==> src/rtl/fwps_defs.svh <==
// constants of the flash write-protect and status block
`ifndef FWPS_DEFS_SVH
`define FWPS_DEFS_SVH
////////////////////////////////////////////////////////////////////////////
// timing
`define FWPS_CLK_NS      4
`define FWPS_PUW_US      10
////////////////////////////////////////////////////////////////////////////
// instruction opcodes
`define FWPS_OP_WREN     8'h06
`define FWPS_OP_WRDI     8'h04
`define FWPS_OP_RDSR1    8'h05
`define FWPS_OP_RDSR2    8'h35
`define FWPS_OP_RDSR3    8'h15
`define FWPS_OP_WRSR1    8'h01
`define FWPS_OP_WRSR2    8'h31
`define FWPS_OP_WRSR3    8'h11
`define FWPS_OP_PP       8'h02
`define FWPS_OP_SE       8'h20
`define FWPS_OP_BE       8'hD8
`define FWPS_OP_CE       8'hC7
`define FWPS_OP_PD       8'hB9
`define FWPS_OP_RPD      8'hAB
`define FWPS_OP_UNLK     8'h39
`define FWPS_OP_LOCK     8'h36
`define FWPS_OP_SUSP     8'h75
////////////////////////////////////////////////////////////////////////////
// status bit positions
`define FWPS_SR1_BUSY    0
`define FWPS_SR1_WEL     1
`define FWPS_SR1_BP_LO   2
`define FWPS_SR1_BP_HI   5
`define FWPS_SR1_TB      6
`define FWPS_SR2_SRL     0
`define FWPS_SR2_QE      1
`define FWPS_SR2_LB_LO   3
`define FWPS_SR2_LB_HI   5
`define FWPS_SR2_CMP     6
`define FWPS_SR3_WPS     2
////////////////////////////////////////////////////////////////////////////
// array geometry and argument counts
`define FWPS_ADDR_BYTES  3'd4
`define FWPS_BYTE_MAX    3'd7
`define FWPS_BIT_LAST    3'd7
`define FWPS_BLK_HI      24
`define FWPS_BLK_LO      16
`define FWPS_SEC_HI      15
`define FWPS_SEC_LO      12
`define FWPS_NBLK        10'd512
`define FWPS_TOP_BLK     9'h1FF
`define FWPS_BP_SAT      4'd9
`define FWPS_LIDX_W      10
`define FWPS_LOCK_BITS   542
`define FWPS_SEC_PER_END 10'd16
`define FWPS_BLK_BASE    10'd31
`endif

==> src/rtl/fwps_pkg.sv <==
// types of the flash write-protect and status block
package fwps_pkg;
	typedef enum logic [1:0] {
		LNK_IDLE = 2'b00,
		LNK_OPC  = 2'b01,
		LNK_ARG  = 2'b10,
		LNK_SKIP = 2'b11
	} fwps_link_t;
	typedef enum logic [2:0] {
		OPK_PROG = 3'b000,
		OPK_SECT = 3'b001,
		OPK_BLK  = 3'b010,
		OPK_CHIP = 3'b011,
		OPK_STAT = 3'b100
	} fwps_op_t;
endpackage : fwps_pkg

==> src/rtl/fwps_lock_if.sv <==
// connection between the protection logic and its lock-bit store
`timescale 1ns/100ps
`default_nettype none
interface fwps_lock_if #(parameter int IW = 10);
	logic [IW-1:0] idx;
	logic          wr;
	logic          wval;
	logic          rdata;
	logic          any;
	modport ctrl (output idx, output wr, output wval, input rdata, input any);
	modport mem  (input idx, input wr, input wval, output rdata, output any);
endinterface : fwps_lock_if
`default_nettype wire

==> src/rtl/fwps_lock_mem.sv <==
// individual lock-bit store with registered read
`timescale 1ns/100ps
`default_nettype none
`include "fwps_defs.svh"
module fwps_lock_mem #(
	parameter int NBITS = `FWPS_LOCK_BITS
) (
	input  wire logic clk_sys_i,
	input  wire logic reset_i,
	input  wire logic ce_i,
	fwps_lock_if.mem  lk
);
	logic [NBITS-1:0] bits_reg;
	logic             rdata_reg;
	logic             in_map;
	initial begin
		if (NBITS < 1 || NBITS > (1 << `FWPS_LIDX_W))
			$error("fwps_lock_mem: bit count does not fit index");
	end
	assign in_map = 32'(lk.idx) < NBITS;
	// all bits locked after power-on
	always_ff @(posedge clk_sys_i) begin
		if (reset_i) begin
			bits_reg <= '1;
		end else if (ce_i && lk.wr && in_map) begin
			bits_reg[lk.idx] <= lk.wval;
		end
	end
	always_ff @(posedge clk_sys_i) begin
		if (reset_i) begin
			rdata_reg <= 1'b1;
		end else if (ce_i) begin
			rdata_reg <= in_map ? bits_reg[lk.idx] : 1'b1;
		end
	end
	assign lk.rdata = rdata_reg;
	assign lk.any   = |bits_reg;
endmodule : fwps_lock_mem
`default_nettype wire

==> src/rtl/fwps_sync.sv <==
// two flip-flop synchroniser for pin inputs
`timescale 1ns/100ps
`default_nettype none
module fwps_sync #(
	parameter int         W   = 1,
	parameter logic [W-1:0] RST = '0
) (
	input  wire logic         clk_sys_i,
	input  wire logic         reset_i,
	input  wire logic         ce_i,
	input  wire logic [W-1:0] d_i,
	output var  logic [W-1:0] q_o
);
	logic [W-1:0] meta_reg;
	initial begin
		if (W < 1) $error("fwps_sync: width below one");
	end
	always_ff @(posedge clk_sys_i) begin
		if (reset_i) begin
			meta_reg <= RST;
			q_o      <= RST;
		end else if (ce_i) begin
			meta_reg <= d_i;
			q_o      <= meta_reg;
		end
	end
endmodule : fwps_sync
`default_nettype wire

==> src/rtl/fwps_top.sv <==
// write protection and status registers of a serial flash device
`timescale 1ns/100ps
`default_nettype none
`include "fwps_defs.svh"
module fwps_top #(
	parameter int PUW_CYCLES = `FWPS_PUW_US * 1000 / `FWPS_CLK_NS
) (
	input  wire logic               clk_sys_i,
	input  wire logic               reset_i,
	input  wire logic               ce_i,
	input  wire logic               spi_cs_n_i,
	input  wire logic               spi_sclk_i,
	input  wire logic               spi_si_i,
	output var  logic               spi_so_o,
	output var  logic               spi_so_oe_o,
	output var  logic               op_start_o,
	output var  fwps_pkg::fwps_op_t op_kind_o,
	output var  logic [31:0]        op_addr_o,
	output var  logic [7:0]         op_data_o,
	output var  logic               op_data_valid_o,
	input  wire logic               op_done_i,
	output var  logic               busy_o,
	output var  logic               power_down_o
);
	import fwps_pkg::*;
	initial begin
		if (PUW_CYCLES < 1 || PUW_CYCLES > 65535)
			$error("fwps_top: power-up delay out of range");
	end
	////////////////////////////////////////////////////////////////////////
	// pin sampling and edge detection
	logic       cs_n_s, sclk_s, si_s, sclk_d, cs_d;
	logic       sclk_rise, sclk_fall, cs_fall, cs_rise;
	fwps_sync #(.W(3), .RST(3'b101)) u_sync (
		.clk_sys_i (clk_sys_i),
		.reset_i   (reset_i),
		.ce_i      (ce_i),
		.d_i       ({spi_cs_n_i, spi_sclk_i, spi_si_i}),
		.q_o       ({cs_n_s, sclk_s, si_s})
	);
	always_ff @(posedge clk_sys_i) begin
		if (reset_i) begin
			sclk_d <= 1'b0;
			cs_d   <= 1'b1;
		end else if (ce_i) begin
			sclk_d <= sclk_s;
			cs_d   <= cs_n_s;
		end
	end
	assign sclk_rise = sclk_s & ~sclk_d & ~cs_n_s;
	assign sclk_fall = ~sclk_s & sclk_d & ~cs_n_s;
	assign cs_fall   = ~cs_n_s & cs_d;
	assign cs_rise   = cs_n_s & ~cs_d;
	////////////////////////////////////////////////////////////////////////
	// state
	fwps_link_t  state_reg;
	logic [2:0]  bit_cnt_reg, byte_cnt_reg;
	logic [7:0]  shift_reg, opc_reg, d1_reg, d2_reg;
	logic [31:0] addr_reg;
	logic [15:0] puw_cnt_reg;
	logic        puw_done_reg, wel_reg, busy_reg, pd_reg;
	logic [3:0]  bp_reg;
	logic [2:0]  lb_reg;
	logic        tb_reg, cmp_reg, srl_reg, wps_reg;
	logic        byte_done, gate, exec, addr_done, is_rd;
	logic [7:0]  byte_val, sr1, sr2, sr3, sr_sel;
	fwps_lock_if #(.IW(`FWPS_LIDX_W)) lk ();
	fwps_lock_mem u_lock (
		.clk_sys_i (clk_sys_i),
		.reset_i   (reset_i),
		.ce_i      (ce_i),
		.lk        (lk)
	);
	assign byte_done = sclk_rise && bit_cnt_reg == `FWPS_BIT_LAST
		&& (state_reg == LNK_OPC || state_reg == LNK_ARG);
	assign byte_val  = {shift_reg[6:0], si_s};
	assign exec      = cs_rise && state_reg == LNK_ARG;
	assign addr_done = byte_cnt_reg >= `FWPS_ADDR_BYTES;
	// filter applied when the opcode byte completes
	always_comb begin
		if (pd_reg)
			gate = byte_val != `FWPS_OP_RPD;
		else if (busy_reg)
			gate = !(byte_val == `FWPS_OP_RDSR1
				|| byte_val == `FWPS_OP_SUSP);
		else
			gate = 1'b0;
	end
	////////////////////////////////////////////////////////////////////////
	// serial framing
	always_ff @(posedge clk_sys_i) begin
		if (reset_i) begin
			state_reg <= LNK_IDLE;
		end else if (ce_i) begin
			case (state_reg)
				LNK_IDLE: if (cs_fall) state_reg <= LNK_OPC;
				LNK_OPC: begin
					if (cs_n_s) state_reg <= LNK_IDLE;
					else if (byte_done) state_reg <= gate ? LNK_SKIP : LNK_ARG;
				end
				LNK_ARG, LNK_SKIP: if (cs_n_s) state_reg <= LNK_IDLE;
				default: state_reg <= LNK_IDLE;
			endcase
		end
	end
	always_ff @(posedge clk_sys_i) begin
		if (reset_i) begin
			bit_cnt_reg  <= 3'h0;
			byte_cnt_reg <= 3'h0;
			shift_reg    <= 8'h00;
			opc_reg      <= 8'h00;
			addr_reg     <= 32'h0;
			d1_reg       <= 8'h00;
			d2_reg       <= 8'h00;
		end else if (ce_i) begin
			if (cs_fall) begin
				bit_cnt_reg  <= 3'h0;
				byte_cnt_reg <= 3'h0;
			end else if (sclk_rise) begin
				shift_reg   <= byte_val;
				bit_cnt_reg <= bit_cnt_reg + 3'h1;
				if (byte_done && state_reg == LNK_OPC)
					opc_reg <= byte_val;
				if (byte_done && state_reg == LNK_ARG) begin
					if (byte_cnt_reg != `FWPS_BYTE_MAX)
						byte_cnt_reg <= byte_cnt_reg + 3'h1;
					if (!addr_done) addr_reg <= {addr_reg[23:0], byte_val};
					if (byte_cnt_reg == 3'h0) d1_reg <= byte_val;
					if (byte_cnt_reg == 3'h1) d2_reg <= byte_val;
				end
			end
		end
	end
	////////////////////////////////////////////////////////////////////////
	// status read-out
	always_comb begin
		sr1 = 8'h00;
		sr2 = 8'h00;
		sr3 = 8'h00;
		sr1[`FWPS_SR1_BUSY] = busy_reg;
		sr1[`FWPS_SR1_WEL]  = wel_reg;
		sr1[`FWPS_SR1_BP_HI:`FWPS_SR1_BP_LO] = bp_reg;
		sr1[`FWPS_SR1_TB]   = tb_reg;
		sr2[`FWPS_SR2_SRL]  = srl_reg;
		sr2[`FWPS_SR2_QE]   = 1'b1;
		sr2[`FWPS_SR2_LB_HI:`FWPS_SR2_LB_LO] = lb_reg;
		sr2[`FWPS_SR2_CMP]  = cmp_reg;
		sr3[`FWPS_SR3_WPS]  = wps_reg;
		case (opc_reg)
			`FWPS_OP_RDSR2: sr_sel = sr2;
			`FWPS_OP_RDSR3: sr_sel = sr3;
			default:        sr_sel = sr1;
		endcase
	end
	assign is_rd = opc_reg == `FWPS_OP_RDSR1 || opc_reg == `FWPS_OP_RDSR2
		|| opc_reg == `FWPS_OP_RDSR3;
	assign spi_so_oe_o = state_reg == LNK_ARG && is_rd && !cs_n_s;
	always_ff @(posedge clk_sys_i) begin
		if (reset_i) begin
			spi_so_o <= 1'b0;
		end else if (ce_i && sclk_fall) begin
			spi_so_o <= sr_sel[~bit_cnt_reg];
		end
	end
	////////////////////////////////////////////////////////////////////////
	// protection decision
	logic [8:0] blk;
	logic [9:0] sec, size;
	logic [3:0] bp_sh;
	logic       in_rng, bp_hit, bp_any, is_ce, prot, pe_ok;
	assign blk = addr_reg[`FWPS_BLK_HI:`FWPS_BLK_LO];
	assign sec = {6'h00, addr_reg[`FWPS_SEC_HI:`FWPS_SEC_LO]};
	always_comb begin
		bp_sh  = (bp_reg > `FWPS_BP_SAT) ? `FWPS_BP_SAT - 4'h1
			: bp_reg - 4'h1;
		size   = 10'h001 << bp_sh;
		in_rng = bp_reg != 4'h0 && (tb_reg ? {1'b0, blk} < size
			: {1'b0, blk} >= `FWPS_NBLK - size);
		bp_hit = in_rng ^ cmp_reg;
		bp_any = bp_reg != 4'h0 || cmp_reg;
		if (blk == 9'h000)
			lk.idx = sec;
		else if (blk == `FWPS_TOP_BLK)
			lk.idx = `FWPS_SEC_PER_END + sec;
		else
			lk.idx = {1'b0, blk} + `FWPS_BLK_BASE;
	end
	assign is_ce = opc_reg == `FWPS_OP_CE;
	assign prot  = wps_reg ? (is_ce ? lk.any : lk.rdata)
		: (is_ce ? bp_any : bp_hit);
	assign pe_ok = wel_reg && !prot && (is_ce || addr_done);
	assign lk.wr = exec && addr_done
		&& (opc_reg == `FWPS_OP_UNLK || opc_reg == `FWPS_OP_LOCK);
	assign lk.wval = opc_reg == `FWPS_OP_LOCK;
	////////////////////////////////////////////////////////////////////////
	// execution at deselect
	logic     start_ok, sr_ok;
	fwps_op_t kind_next;
	assign sr_ok = wel_reg && !srl_reg && byte_cnt_reg != 3'h0;
	always_comb begin
		start_ok  = 1'b0;
		kind_next = OPK_PROG;
		if (exec) begin
			case (opc_reg)
				`FWPS_OP_PP: start_ok = pe_ok;
				`FWPS_OP_SE: begin
					start_ok  = pe_ok;
					kind_next = OPK_SECT;
				end
				`FWPS_OP_BE: begin
					start_ok  = pe_ok;
					kind_next = OPK_BLK;
				end
				`FWPS_OP_CE: begin
					start_ok  = pe_ok;
					kind_next = OPK_CHIP;
				end
				`FWPS_OP_WRSR1, `FWPS_OP_WRSR2, `FWPS_OP_WRSR3: begin
					start_ok  = sr_ok;
					kind_next = OPK_STAT;
				end
				default: start_ok = 1'b0;
			endcase
		end
	end
	always_ff @(posedge clk_sys_i) begin
		if (reset_i) begin
			puw_cnt_reg  <= 16'h0000;
			puw_done_reg <= 1'b0;
		end else if (ce_i && !puw_done_reg) begin
			puw_cnt_reg  <= puw_cnt_reg + 16'h0001;
			puw_done_reg <= puw_cnt_reg == 16'(PUW_CYCLES - 1);
		end
	end
	always_ff @(posedge clk_sys_i) begin
		if (reset_i) begin
			wel_reg <= 1'b0;
		end else if (ce_i) begin
			if (start_ok || (exec && opc_reg == `FWPS_OP_WRDI))
				wel_reg <= 1'b0;
			else if (exec && opc_reg == `FWPS_OP_WREN && puw_done_reg)
				wel_reg <= 1'b1;
		end
	end
	always_ff @(posedge clk_sys_i) begin
		if (reset_i) begin
			busy_reg <= 1'b0;
		end else if (ce_i) begin
			if (start_ok) busy_reg <= 1'b1;
			else if (op_done_i) busy_reg <= 1'b0;
		end
	end
	always_ff @(posedge clk_sys_i) begin
		if (reset_i) begin
			pd_reg <= 1'b0;
		end else if (ce_i && exec) begin
			if (opc_reg == `FWPS_OP_PD) pd_reg <= 1'b1;
			else if (opc_reg == `FWPS_OP_RPD) pd_reg <= 1'b0;
		end
	end
	always_ff @(posedge clk_sys_i) begin
		if (reset_i) begin
			bp_reg  <= 4'h0;
			tb_reg  <= 1'b0;
			cmp_reg <= 1'b0;
			srl_reg <= 1'b0;
			lb_reg  <= 3'h0;
			wps_reg <= 1'b0;
		end else if (ce_i && exec && sr_ok) begin
			case (opc_reg)
				`FWPS_OP_WRSR1: begin
					bp_reg <= d1_reg[`FWPS_SR1_BP_HI:`FWPS_SR1_BP_LO];
					tb_reg <= d1_reg[`FWPS_SR1_TB];
					if (byte_cnt_reg > 3'h1) begin
						srl_reg <= d2_reg[`FWPS_SR2_SRL];
						cmp_reg <= d2_reg[`FWPS_SR2_CMP];
						lb_reg  <= lb_reg | d2_reg[`FWPS_SR2_LB_HI:`FWPS_SR2_LB_LO];
					end
				end
				`FWPS_OP_WRSR2: begin
					srl_reg <= d1_reg[`FWPS_SR2_SRL];
					cmp_reg <= d1_reg[`FWPS_SR2_CMP];
					lb_reg  <= lb_reg | d1_reg[`FWPS_SR2_LB_HI:`FWPS_SR2_LB_LO];
				end
				`FWPS_OP_WRSR3: wps_reg <= d1_reg[`FWPS_SR3_WPS];
				default: wps_reg <= wps_reg;
			endcase
		end
	end
	always_ff @(posedge clk_sys_i) begin
		if (reset_i) begin
			op_start_o      <= 1'b0;
			op_kind_o       <= OPK_PROG;
			op_addr_o       <= 32'h0;
			op_data_o       <= 8'h00;
			op_data_valid_o <= 1'b0;
		end else if (ce_i) begin
			op_start_o      <= start_ok;
			op_data_valid_o <= 1'b0;
			if (start_ok) begin
				op_kind_o <= kind_next;
				op_addr_o <= addr_reg;
			end
			if (byte_done && state_reg == LNK_ARG && addr_done
				&& opc_reg == `FWPS_OP_PP && pe_ok) begin
				op_data_o       <= byte_val;
				op_data_valid_o <= 1'b1;
			end
		end
	end
	assign busy_o       = busy_reg;
	assign power_down_o = pd_reg;
endmodule : fwps_top
`default_nettype wire
==> config.mk <==
export PLATFORM = sky130hd
export DESIGN_NAME = fwps_top
export DESIGN_NICKNAME = d
export VERILOG_FILES = /design/src/rtl/fwps_pkg.sv /design/src/rtl/fwps_lock_if.sv /design/src/rtl/fwps_lock_mem.sv /design/src/rtl/fwps_sync.sv /design/src/rtl/fwps_top.sv
export VERILOG_INCLUDE_DIRS = /design/src /design/src/rtl
export SDC_FILE = /design/constraint.sdc
export NUM_CORES = 2
export LEC_CHECK = 0
export CORE_ASPECT_RATIO = 1.75
export CORE_MARGIN = 2
export CORE_UTILIZATION = 56
export CTS_BUF_LIST = sky130_fd_sc_hd__clkbuf_16
export CTS_CLUSTER_DIAMETER = 200
export DETAILED_ROUTE_END_ITERATION = 7
export DONT_BUFFER_PORTS = 1
export PLACE_DENSITY_LB_ADDON = 0.12
export SKIP_LAST_GASP = 1
export SLEW_MARGIN = 20
export SYNTH_ARGS = -nofsm -noshare
export SYNTH_HDL_FRONTEND = slang
export SYNTH_HIERARCHICAL = 1
export SYNTH_SLANG_ARGS = --single-unit
export TNS_END_PERCENT = 5
==> constraint.sdc <==
create_clock -name clk_sys_i -period 7.2 [get_ports clk_sys_i]
set_clock_uncertainty 0.05 [all_clocks]
set_input_delay 1.44 -clock clk_sys_i [delete_from_list [all_inputs] [get_ports clk_sys_i]]
set_output_delay 1.44 -clock clk_sys_i [all_outputs]
set_load 0.05 [all_outputs]
=== Word-level counts from Yosys, hierarchy flattened ===
Index checks and enable logic that the tools add are counted.
Widths: inputs -> output; s select.

* Add/subtract/negate cells: 7
* $lt $le $gt $ge: 9
* Equality and inequality tests: 31
* Shifts and indexed selects: 1
* Muxes and demuxes: 47
* Bitwise logic cells: 16
* Reduce and logical (&&, ||, !) cells: 72

{| class="wikitable"
|+ Operator list
! cell !! number
|-
| $bwmux 542 || 1
|-
| $reduce_or 542->1 || 1
|-
| $eq 8x6->1 const B || 5
|-
| $eq 8x3->1 const B || 4
|-
| $eq 8x8->1 const B || 4
|-
| $logic_and 1x1->1 || 27
|-
| $mux 3 || 8
|-
| $mux 1 || 21
|-
| $mux 10 || 2
|-
| $add 16x1->16 const B || 1
|-
| $eq 16x12->1 const B || 1
|-
| $eq 8x5->1 const B || 2
|-
| $reduce_and 2->1 || 8
|-
| $reduce_and 5->1 || 3
|-
| $pmux 7 s2 || 1
|-
| $reduce_bool 2->1 || 7
|-
| $pmux 3 s4 || 1
|-
| $reduce_and 4->1 || 3
|-
| $lt 10x11->1 const B || 1
|-
| $add 9x5->10 const B || 1
|-
| $bmux 1 s10 || 1
|-
| $demux 1 s10 || 1
|-
| $ge 10x1->1 const B || 1
|-
| $ge 9x10->1 || 1
|-
| 46 further kinds || 77
|}

* Bits in registers: 697
* Logic and storage cells: 214

=== Longest topological paths before layout ===
* Word-level depth: 18
* Gate-level depth with buffers: 24
* Mapped depth without buffers: 20

=== Hierarchy ===
The synthesis kept the hierarchy.

{| class="wikitable"
|+ Modules (own cells, without submodules)
! module !! times used !! cells an instance !! area each (um2)
|-
| fwps_lock_mem || 1 || 2702 || 27901.8
|-
| fwps_top || 1 || 883 || 7597.3
|-
| fwps_sync || 1 || 19 || 229.0
|}

=== Least setup slack after synthesis ===
OpenSTA, ideal clock, no wires.

* Path type: reg2reg
* From: reg bp_reg[0]
* To: reg op_kind_o[0]
* Library setup time: 123 ps
* Data arrival time: 4274 ps
* Required time: 7027 ps
* Slack: 2752 ps
* Cell stages (with the launch flop): 23
* Period minus slack after synthesis: 4448 ps
* Path through: dfxtp_1 -> buf_6 -> inv_1 -> ha_1 -> o21bai_1 -> o22ai_1 -> nand2_1 -> a21oi_1 -> inv_1 -> ha_1 -> buf_1 -> or3_1 -> nand2_1 -> nand2_1 -> o21ai_0 -> a32o_1 -> ha_1 -> or2_2 -> a31oi_1 -> a311oi_4 -> o311ai_4 -> buf_6 -> mux2_1

* Cells in the longest elaborated chain, start to end: 16

{| class="wikitable"
|+ RTL lines
! element !! line !! RTL
|-
| start: declaration || fwps_top.sv:62 || <nowiki>logic [3:0] bp_reg;</nowiki>
|-
| start signal: assignment || fwps_top.sv:272 || <nowiki>bp_reg <= d1_reg[`FWPS_SR1_BP_HI:`FWPS_SR1_BP_LO];</nowiki>
|-
| $sub 4x1->4 or $gt 4x4->1 (tied branches) || -- ||
|-
| $mux 4 || fwps_top.sv:174 || <nowiki>bp_sh = (bp_reg > `FWPS_BP_SAT) ? `FWPS_BP_SAT - 4'h1</nowiki>
|-
| $shl 1x4->10 || fwps_top.sv:176 || <nowiki>size = 10'h001 << bp_sh;</nowiki>
|-
| $sub 10x10->10 (no line) || -- ||
|-
| $ge 9x10->1 || fwps_top.sv:178 || <nowiki>: {1'b0, blk} >= `FWPS_NBLK - size);</nowiki>
|-
| $mux 1 || fwps_top.sv:177 || <nowiki>in_rng = bp_reg != 4'h0 && (tb_reg ? {1'b0, blk} < size</nowiki>
|-
| $logic_and 1x1->1 || fwps_top.sv:177 ||
|-
| $xor 1x1->1 || fwps_top.sv:179 || <nowiki>bp_hit = in_rng ^ cmp_reg;</nowiki>
|-
| $mux 1 * || fwps_top.sv:190 || <nowiki>: (is_ce ? bp_any : bp_hit);</nowiki>
|-
| $mux 1 * || fwps_top.sv:189 || <nowiki>assign prot = wps_reg ? (is_ce ? lk.any : lk.rdata)</nowiki>
|-
| $logic_not 1->1 * || fwps_top.sv:191 || <nowiki>assign pe_ok = wel_reg && !prot && (is_ce || addr_done);</nowiki>
|-
| $logic_and 1x1->1 * (2 in series) || fwps_top.sv:191 ||
|-
| $pmux 1 s2 * || fwps_top.sv:204 || <nowiki>case (opc_reg)</nowiki>
|-
| $mux 1 * || fwps_top.sv:203 || <nowiki>if (exec) begin</nowiki>
|-
| $reduce_and 2->1 (no line) * || -- ||
|-
| end signal: assignment || fwps_top.sv:301 || <nowiki>op_kind_o <= kind_next;</nowiki>
|-
| end: declaration || fwps_top.sv:17 || <nowiki>output var fwps_pkg::fwps_op_t op_kind_o,</nowiki>
|}

Every way passes the cells marked *; elsewhere a longest branch is shown, timed or not.
A chain may end at the register's enable or synchronous reset.

=== Worst setup path in the final report ===
Ends and elaborated chain as after synthesis.

==> metrics.cfg <==
[run_status]
status=complete, but fails checks
violations=slew limit

[drt]
drt_first_pass_iters=8
drc_errors=0
num_vias=30800
vias_per_cell=7.36
drtAntennaViolNets=0
wl_um=122000
drtIter0Drc=3210
wl_per_cell_um=29.1

[setup_path]
crit_arrival_ns=5.84
cpMostUsedCell=ha_1
reg2reg_depth=19
cp-end-kind=register
rrSetupSlack_ns=1.81
worst_setup_path_start_kind=register
crit_buf_inv=3
worstPathRequired_ns=7.65
path_cells=inv_1, ha_1, o21bai_1, o22ai_1, nand2_1, a21oi_1, inv_1, ha_1, nor3_1, a21oi_1, o31ai_1, ha_1, o211ai_1, o311ai_2, a31oi_1, a311oi_4, o311ai_4, buf_4, mux2_1
critPathKind=register to register
cp.depth=19
cpPeakStageDelay_ns=0.53
rr_startpoint=bp_reg[0]
critical-path-top-delay-family=compound AO/OA/AOI/OAI gates
critPathLaunch=bp_reg[0]
slowest_stage=buf_4
path_max_fanout=38
crit_end=op_kind_o[0]
r2r-end=op_kind_o[0]

[global_route]
grt_pass1_wl_um=182000
grt_max_degree=738
grt_antenna_before_repair=1
grt_pass1_vias=29100
grt.total_usage=0.357
gr-total-overflow=0

[sta]
relSlewSlack=-0.474
worst_pin_slew_ns=2.21
timing.hold.ws_ns=0.410
hold_violations=0
drv_slew=370
fin_crit_ns=5.39
timing.fmax_mhz=186
post-route-period-util=0.748
fin_tns_setup_ns=0
timing.final.ws_setup_ns=1.81
setup_viol=0
grt_setup_unrepaired=no

[clock_tree]
cts.reportedPaths.clkPinSlew_ns=0.06
cts_buffers=67
clock-root-buffer=clkbuf_16
hold_buffers=0
cts_sinks=694
post_cts_buffers=0
ctsHtreeMaxLevel=3
clk_latency_ns=0.63
cts_resized=0
cts_tree=yes
cts.path.max_buffers=3

[power_and_ir_drop]
combPwrFrac=0.004
clkPwrFrac=0.470
swShare=0.212
cellPowerDensity_nw_per_um2=191
intPower_w=0.00576
total_power_w=0.00731
p_leak_nw=12.0
peakVddDrop_uv=192
seqPwrFrac=0.526
p_sw_w=0.00155

[synth]
dominantRegCellSynth=dfxtp_1
synthCells=3604
syn_avg_cell_area_um2=9.91
ys_types=87
synth_edf_count=0
synth_nets=3645
synth_warnings=6
synthTopCellsByCount=dfxtp_1 (694), a311o_1 (543), a21boi_0 (513)
synth_top_cell_by_area=dfxtp_1
synthTopCellsByArea=dfxtp_1 (39%), a311o_1 (15%), a21boi_0 (11%), mux2i_1 (6.6%), mux4_2 (3.6%)
synth_seq_cells=694
syn_area_um2=35700
synthMostInstantiatedCell=dfxtp_1
synth_top_area_frac=0.389
yosysSeqAreaShare=0.389
async_flop_share=0

[finish]
largest_register_ffs=542
final_layout_size_suffix_gt1_frac=0.0978
antenna_cells=0
area_growth_syn_to_layout_pct=6.94
fillers=5323
nNetsFinal=3363

[die]
rows=122
io_pins=56
initial_core_util=0.565
fp.dieW_um=195
die_h_um=338
core_um2=63200
die_area_um2=65900

[place]
place_congestion=0.933
dp_slack_ns=1.79
port_buffers=0
dp_hpwl_um=75400

[worst_hold_path]
hp-class=register to register

[job]
timing.max_cap.violations=0

## cell type report
cell class	count	area, um^2	area share
inverter	21	78.8	0.00206
sequential	694	13900	0.364
clock inverter	49	274	0.00717
tap	806	1010	0.0264
multi-input combinational	2458	20200	0.530
clock buffer	73	1830	0.0478
timing repair buffer	80	891	0.0233
## worst min-delay path by stage
stage	start	to	slack, ns	cells after the start
6_report	addr_reg[29]	addr_reg[29]	0.41	2
5_1_grt	addr_reg[29]	addr_reg[29]	0.42	2
4_1_cts	addr_reg[29]	addr_reg[29]	0.41	2
3_5_place_dp	addr_reg[29]	addr_reg[29]	0.40	2
2_1_floorplan	u_sync/meta_reg[0]	u_sync/q_o[0]	0.38	1
3_3_place_gp	u_sync/meta_reg[0]	u_sync/q_o[0]	0.39	1
## metal layers
layer / routed length (um) / share of wire / track usage / vias up
met5: 0 / 0 / 0 / -
met4: 10300 / 0.084 / 0.268 / 0
met3: 8940 / 0.073 / 0.0602 / 472
met2: 59500 / 0.49 / 0.603 / 1522
met1: 43100 / 0.35 / 0.401 / 15100
li1: - / - / - / 13700
## power groups by stage
stage / Clock [W] / Combinational [W] / Sequential [W]
after floorplan: 0 / 0.0000767 / 0.00393
after global routing: 0.00364 / 0.0000296 / 0.00385
after global placement: 0 / 0.0000255 / 0.00393
after CTS: 0.00348 / 0.0000271 / 0.00385
final: 0.00344 / 0.0000276 / 0.00385
after detailed placement: 0 / 0.0000270 / 0.00393
## placed cells by master (no fill, tap or decap), drive strengths merged, types with 6 or more instances in the layout
cell and instances:
a211o 7, a211oi 6, a21boi 543, a21oi 62, a22oi 15, a311o 543
a311oi 6, a31oi 14, and3 8, buf 80, clkbuf 73, clkinv 29
dfxtp 694, ha 34, inv 34, mux2 15, mux2i 237, mux4 57
nand2 124, nand2b 102, nand3 29, nand4 50, nand4b 8, nor2 163
nor2b 18, nor3 30, nor3b 7, nor4 163, o21ai 32, o22ai 70
or3 14, or3b 6, or4 7, xnor2 10, xor2 10
## metrics by stage
step           instances  utilization  instance area, um^2
2_1_floorplan       3604            -                35700
3_3_place_gp        4045        0.566                35800
3_5_place_dp        4046        0.566                35800
4_1_cts             4168        0.600                37900
5_1_grt             4181        0.605                38200
6_report            4181        0.605                38200
## worst min-delay path: stages, from the launching register on
cell and delay (ns):
dfxtp_1 0.31, nand2_1 0.05, a21oi_1 0.05
## logic make-up (layout without fill, tap and decap cells)
logic type	count (synthesis)	after routing	share of synthesized area
compound gates	1335	1335	0.313
xor+xnor	20	20	0.00490
fa+ha+maj	34	34	0.0119
buf+inv	452	223	0.0554
flops	694	694	0.389
mux	309	309	0.107
simple gates	760	760	0.119
Power figures use the tool's default switching activity.
